### config.mk
export PLATFORM = sky130hd
export DESIGN_NAME = adcr_regbank
export DESIGN_NICKNAME = d
export VERILOG_FILES = /design/src/core/adcr_pkg.sv /design/src/core/adcr_regbank.sv /design/src/core/adcr_cfg_decode.sv
export SDC_FILE = /design/constraint.sdc
export NUM_CORES = 1
export LEC_CHECK = 0
export BUFFER_PORTS_ARGS = -buffer_cell sky130_fd_sc_hd__buf_2
export CAP_MARGIN = 10
export CORE_ASPECT_RATIO = 0.6
export CORE_MARGIN = 3
export CORE_UTILIZATION = 45
export CTS_CLUSTER_DIAMETER = 30
export DETAILED_ROUTE_END_ITERATION = 7
export PLACE_DENSITY = 0.7
export SYNTH_ARGS = -nofsm -noshare
export SYNTH_HDL_FRONTEND = slang
export SYNTH_SLANG_ARGS = --single-unit
### constraint.sdc
create_clock -name core_clk_i -period 1.9 [get_ports core_clk_i]
set_input_delay 0 -clock core_clk_i [delete_from_list [all_inputs] [get_ports core_clk_i]]
set_output_delay 0 -clock core_clk_i [all_outputs]
set_load 0.005 [all_outputs]
### src/core/adcr_pkg.sv
// package for the audio adc control register bank: offsets, resets, field layout
// assumes control words arrive already deserialised, one 16-bit word per strobe
// Functional notes
// - timeout register bit 3: 0 keeps zero-cross timeout, 1 switches it off
// - interface bits 1:0 select framing: right, left, i2s, dsp
// - in non-dsp framing bit 2 inverts frame clock polarity
// - in dsp framing bit 2 picks dsp variant a or b
// - bit clock polarity 0: sample frame clock rising, change data falling
// - bit clock polarity 1: sample frame clock falling, change data rising
// - interface bits 5:4 select sample width 16, 20, 24 or 32
// - interface bit 6 inverts the master clock input
// - any write to the reset address restores every field default
// - interface bit 8 set disables the high-pass filter
// - clocking bit 8 selects slave (clocks in) or master (clocks driven)
// - master rate bits 2:0 give ratio 256, 384, 512 or 768
package adcr_pkg;
  localparam logic [6:0] ADDR_TIMEOUT = 7'h07;
  localparam logic [6:0] ADDR_IFACE = 7'h0b;
  localparam logic [6:0] ADDR_CLOCKING = 7'h0c;
  localparam logic [6:0] ADDR_POWER = 7'h0d;
  localparam logic [6:0] ADDR_LGAIN = 7'h0e;
  localparam logic [6:0] ADDR_RGAIN = 7'h0f;
  localparam logic [6:0] ADDR_LVL1 = 7'h10;
  localparam logic [6:0] ADDR_LVL2 = 7'h11;
  localparam logic [6:0] ADDR_LVLT = 7'h12;
  localparam logic [6:0] ADDR_NGATE = 7'h13;
  localparam logic [6:0] ADDR_LIMIT = 7'h14;
  localparam logic [6:0] ADDR_MUX = 7'h15;
  localparam logic [6:0] ADDR_SWRESET = 7'h17;
  localparam int NUM_REGS = 12;
  localparam logic [8:0] RST_TIMEOUT = 9'h000;
  localparam logic [8:0] RST_IFACE = 9'h022;
  localparam logic [8:0] RST_CLOCKING = 9'h022;
  // printed power default does not fit nine bits; low nine bits are kept
  localparam logic [8:0] RST_POWER = 9'h000;
  localparam logic [8:0] RST_GAIN = 9'h0cf;
  localparam logic [8:0] RST_LVL1 = 9'h07b;
  localparam logic [8:0] RST_LVL2 = 9'h000;
  localparam logic [8:0] RST_LVLT = 9'h032;
  localparam logic [8:0] RST_NGATE = 9'h000;
  localparam logic [8:0] RST_LIMIT = 9'h0a6;
  localparam logic [8:0] RST_MUX = 9'h001;
  localparam int WORD_ADDR_LSB = 9;
  localparam int BIT_TIMEOUT_OFF = 3;
  localparam int BIT_POLARITY = 2;
  localparam int BIT_BCLK_POL = 3;
  localparam int BIT_MCLK_POL = 6;
  localparam int BIT_HPF_OFF = 8;
  localparam int BIT_ROLE = 8;
  typedef enum logic [1:0] {FMT_RIGHT, FMT_LEFT, FMT_I2S, FMT_DSP} adcr_fmt_t;
  typedef enum logic [1:0] {WL_16, WL_20, WL_24, WL_32} adcr_wl_t;
  typedef enum logic [2:0] {
    RATE_R0, RATE_R1, RATE_256, RATE_384, RATE_512, RATE_768, RATE_R6, RATE_R7
  } adcr_rate_t;
  typedef struct packed {
    logic [6:0] addr;
    logic [8:0] data;
  } adcr_word_t;
  typedef struct packed {
    logic zero_cross_timeout_off;
    adcr_fmt_t frame_format_select;
    logic frame_clock_invert;
    logic dsp_variant_b;
    logic bit_clock_polarity;
    adcr_wl_t sample_width_select;
    logic master_clock_polarity;
    logic highpass_filter_off;
    logic interface_role_select;
    adcr_rate_t clock_ratio_select;
    logic [9:0] clock_ratio;
  } adcr_cfg_t;
  typedef logic [NUM_REGS-1:0][8:0] adcr_regs_t;
endpackage : adcr_pkg

### src/core/adcr_regbank.sv
// control register bank of a stereo audio adc
// assumes write words come deserialised and synchronous to core_clk_i
`timescale 1ns/10ps
module adcr_regbank
  import adcr_pkg::*;
(
  // clock and reset
  input wire logic core_clk_i,
  input wire logic reset_n_i,
  // control word strobe
  input wire logic wr_valid_i,
  input wire adcr_word_t wr_word_i,
  // decoded controls
  output adcr_cfg_t cfg_o,
  // frame and bit clock roles
  output logic frame_clock_oe_o,
  output logic bit_clock_oe_o,
  // raw stored words, index order timeout..mux
  output adcr_regs_t regs_o,
  output logic sw_reset_o
);
  localparam adcr_regs_t RESET_VALS = {RST_MUX, RST_LIMIT, RST_NGATE, RST_LVLT, RST_LVL2, RST_LVL1,
    RST_GAIN, RST_GAIN, RST_POWER, RST_CLOCKING, RST_IFACE, RST_TIMEOUT};
  localparam logic [NUM_REGS-1:0][6:0] ADDRS = {ADDR_MUX, ADDR_LIMIT, ADDR_NGATE, ADDR_LVLT,
    ADDR_LVL2, ADDR_LVL1, ADDR_RGAIN, ADDR_LGAIN, ADDR_POWER, ADDR_CLOCKING, ADDR_IFACE,
    ADDR_TIMEOUT};

  adcr_regs_t regs;
  adcr_regs_t next_regs;
  logic sw_reset;
  logic next_sw_reset;
  logic reset_hit;
  logic [NUM_REGS-1:0] addr_hit;

  // address in the upper seven bits, data in the lower nine
  assign reset_hit = wr_valid_i && (wr_word_i.addr == ADDR_SWRESET);

  // one comparator per stored word; an unmapped address hits none and is dropped
  for (genvar g = 0; g < NUM_REGS; g++) begin : g_word
    assign addr_hit[g] = wr_valid_i && (wr_word_i.addr == ADDRS[g]);

  end

  // undefined bits are stored as written; the host keeps them zero
  always_comb begin
    next_regs = regs;
    next_sw_reset = reset_hit;
    if (reset_hit) begin
      next_regs = RESET_VALS;
    end else if (wr_valid_i) begin
      for (int i = 0; i < NUM_REGS; i++) begin
        if (addr_hit[i]) begin
          next_regs[i] = wr_word_i.data;
        end
      end
    end
  end

  always_ff @(posedge core_clk_i or negedge reset_n_i) begin
    if (!reset_n_i) begin
      regs <= RESET_VALS;
      sw_reset <= 1'b0;
    end else begin
      regs <= next_regs;
      sw_reset <= next_sw_reset;
    end
  end

  adcr_cfg_decode adcr_cfg_decode_inst (
    .timeout_i(regs[0]),
    .iface_i(regs[1]),
    .clocking_i(regs[2]),
    .cfg_o(cfg_o)
  );

  assign regs_o = regs;
  assign sw_reset_o = sw_reset;
  // master drives both clocks, slave takes them in
  assign frame_clock_oe_o = regs[2][BIT_ROLE];
  assign bit_clock_oe_o = regs[2][BIT_ROLE];
endmodule : adcr_regbank

### src/core/adcr_cfg_decode.sv
// decodes the stored interface and clocking words into named controls
// assumes inputs come straight from the register flops
`timescale 1ns/10ps
module adcr_cfg_decode
  import adcr_pkg::*;
(
  // stored words
  input wire logic [8:0] timeout_i,
  input wire logic [8:0] iface_i,
  input wire logic [8:0] clocking_i,
  // decoded controls
  output adcr_cfg_t cfg_o
);
  always_comb begin
    cfg_o = '0;
    cfg_o.zero_cross_timeout_off = timeout_i[BIT_TIMEOUT_OFF];
    cfg_o.frame_format_select = adcr_fmt_t'(iface_i[1:0]);
    // bit 2 means one thing or the other, never both
    if (iface_i[1:0] == FMT_DSP) begin
      cfg_o.dsp_variant_b = iface_i[BIT_POLARITY];
    end else begin
      cfg_o.frame_clock_invert = iface_i[BIT_POLARITY];
    end
    cfg_o.bit_clock_polarity = iface_i[BIT_BCLK_POL];
    cfg_o.sample_width_select = adcr_wl_t'(iface_i[5:4]);
    cfg_o.master_clock_polarity = iface_i[BIT_MCLK_POL];
    cfg_o.highpass_filter_off = iface_i[BIT_HPF_OFF];
    cfg_o.interface_role_select = clocking_i[BIT_ROLE];
    cfg_o.clock_ratio_select = adcr_rate_t'(clocking_i[2:0]);
    case (adcr_rate_t'(clocking_i[2:0]))
      RATE_256: cfg_o.clock_ratio = 10'd256;
      RATE_384: cfg_o.clock_ratio = 10'd384;
      RATE_512: cfg_o.clock_ratio = 10'd512;
      RATE_768: cfg_o.clock_ratio = 10'd768;
      default: cfg_o.clock_ratio = 10'd0;
    endcase
  end
endmodule : adcr_cfg_decode

==> results.ini <==
[critical_path]
critical_path.startpoint=wr_word_i[14]
crit_path_max_fanout=28
r2r-start=regs_o[97]$_DFFE_PN1P_
worst-path-buf-inv=2
path_cells=buf_2, or3b_1, buf_4, nor3_4, mux2_2
worst_setup_path_start_kind=input pin
critPathTopFamily=simple AND/OR/NAND/NOR gates
endpoint_kind=flip-flop
cpPeakStageDelay_ps=450
cp.required_ps=2140
critPathKind=input pin to flip-flop
crit_slowest_cell=nor3_4
critical_path_arrival_ps=1580

[yosys]
syn_area_um2=5170
synth_area_per_cell_um2=11.9
ys_ff_latch=109
yosysSeqAreaShare_pct=53.5
synth_top_cell_by_area=dfrtp_1
synth_warnings=0
synth_top_area_share_pct=38.2
synth_ff_type=dfrtp_1
synth_cell_types=54
synth_edf_count=0
synth_cells=433
synth.area.top_cells=dfrtp_1 (38%), dfstp_2 (15%), a22o_1 (4.9%)
async_flop_share_pct=100

[routing]
wl_um=15100
drtIter0Drc=379
drc=0
drtPass1Iterations=5
ant_nets=0
via_per_inst=5.95
avgRoutedWirePerCell_um=21.3
vias=4225

[run]
maxCapViolCount=0

[min_path]
hold_path.class=input pin to flip-flop
min_from=wr_word_i[2]

[floorplanning]
ios=154
fp-row-count=29
die_w_um=144
die-area_um2=12900
die-height_um=89.0
start_util_pct=47.5
core_um2=10900

[pwr]
p_switching_w=0.00158
powerDensity_nw_per_um2=909
p_leak_nw=3.16
p_seq_share_pct=50.7
vdd_drop_max_mv=0.509
pwr-share-comb_pct=17.6
sw_frac_of_total_pct=27.8
power.internal_w=0.00411
clockPowerShare_pct=31.7

[grt]
grt_pass1_vias=3938
grt_use_total_pct=23.8
grt_pass1_wl_um=23000
grt_antenna_before_repair=0
grt_overflow=0
grt_max_degree=46

[sta]
relSlewSlack_pct=47.8
fin_setup_tns_ps=0
skew_ps=0
worst_pin_slew_ps=783
fin_ws_ps=559
setup_violations=0
slew_viol_final=0
rsz0062_at_grt=false
min_period_ps=1340
hold_violations=0
maxClockFrequency_mhz=746
period_share_pct=70.6

[clock_tree]
clock_latency_ps=340
clkTransAtPathRegs_ps=70
post-cts-setup-buffers=0
clk_path_buf_depth=2
cts_resized=0
cts_hold_buf=3
clock-sinks=109
cts_tree=yes
cts_max_level=3
numCtsBuffers=9
cts_root_buf=clkbuf_16

[placement]
io_buffer_count=146
finalWeightedCongestion=0.829
dpl.hpwl_um=11000
preCtsSetupSlack_ps=167

[cells_and_area]
area_delta_synth_final_pct=21.1
n_antenna_cell=0
nets=585
drive_gt1_share_pct=42.6

[outcome]
status=finished clean

## per-stage QoR
step / instances / instance area [µm²] / hold slack, ps / utilization [%] / total power [W]
after floorplan: 439 / 5190 / -296 / - / 0.00342
after detailed placement: 690 / 5930 / 38.7 / 54.5 / 0.00392
after global placement: 690 / 5930 / 32.2 / 54.5 / 0.00389
after CTS: 709 / 6250 / 11.6 / 57.4 / 0.00572
final: 710 / 6260 / 20.6 / 57.5 / 0.00569
after global routing: 710 / 6260 / 14.4 / 57.5 / 0.00597
## power groups by stage
stage	logic [W]	registers (W)	clock network (W)
2_1_floorplan	0.000511	0.00290	0
3_3_place_gp	0.000977	0.00291	0
3_5_place_dp	0.00100	0.00291	0
4_1_cts	0.00101	0.00288	0.00183
5_1_grt	0.00112	0.00292	0.00193
6_report	0.00100	0.00289	0.00180
## synth_stat cells, drive strengths merged, types with 2 or more instances
cell type	number
inv	26
a21oi	8
or3b	3
nor3	10
or3	2
dfstp	30
nand4	2
nor2	16
nand3b	2
a221o	21
clkbuf	17
nand3	6
a22o	29
o21ai	11
nand2b	5
buf	35
nor4	4
nand2	3
and3b	2
a221oi	7
o41ai	4
nor3b	3
nor2b	16
a32oi	4
and2	7
o22a	8
xnor2	2
a211oi	5
a2bb2oi	7
mux2	21
o211a	17
mux2i	8
dfrtp	79
a211o	2
## worst paths after layout
kind,end,slack [ps],cells past startpoint
hold reg to reg,regs_o[58]$_DFFE_PN1P_,470,2
max in group asynchronous,regs_o[73]$_DFFE_PN1P_,960,3
hold / removal,regs_o[74]$_DFFE_PN0P_,20,2
setup / recovery,regs_o[86]$_DFFE_PN0P_,560,5
setup reg to reg,regs_o[97]$_DFFE_PN1P_,920,2
min in group asynchronous,regs_o[62]$_DFFE_PN0P_,200,2
## sequential cells by signal, summed over array words and instances (netlist names)
signal / flops
bit_clock_oe_o: 1
regs_o: 107
sw_reset_o: 1
## layout make-up
cell class / count / area, µm²
repair buffers: 168 / 906
fillers: 935 / 4630
clock buffers: 10 / 239
flip-flops and latches: 109 / 2770
clock inverters: 6 / 48.8
inverters: 26 / 97.6
well taps: 139 / 174
multi-input cells: 252 / 2030
## cells in the final DEF, fill, tap and decap left out, drive strengths merged, types with 4 or more instances in the layout
master | Yosys | routed
a21oi | 8 | 8
mux2 | 21 | 21
dfstp | 30 | 30
a221oi | 7 | 7
nor2b | 16 | 16
nand2b | 5 | 5
a221o | 21 | 21
a32oi | 4 | 4
o211a | 17 | 17
buf | 35 | 165
a22o | 29 | 29
nor3 | 10 | 10
nor2 | 16 | 16
o21ai | 11 | 11
nand3 | 6 | 6
clkbuf | 17 | 10
inv | 26 | 26
nor4 | 4 | 4
mux2i | 8 | 8
dfrtp | 79 | 79
o41ai | 4 | 4
a2bb2oi | 7 | 7
o22a | 8 | 8
and2 | 7 | 7
conb | 1 | 7
a211oi | 5 | 5
## logic make-up (layout without fill, tap and decap cells)
family / count (synthesis) / in the layout / share of synthesized area, %
AOI/OAI and AO/OA: 126 / 126 / 20.9
xor gates and xnor gates: 2 / 2 / 0.339
buffers and inverters: 78 / 210 / 7.67
DFF: 109 / 109 / 53.5
muxes: 29 / 29 / 6.12
other: 1 / 7 / 0.0726
and+or+nand+nor: 88 / 88 / 11.4
## metal layers
layer  up-vias  GRT usage [%]  wire length, µm
met4         0           4.74               93
met3        10           6.15             1290
met1      2147           36.8             7340
li1       1864              -                -
met5         -              0                0
met2       204           33.7             6360
(Power assumes the default switching activity.)
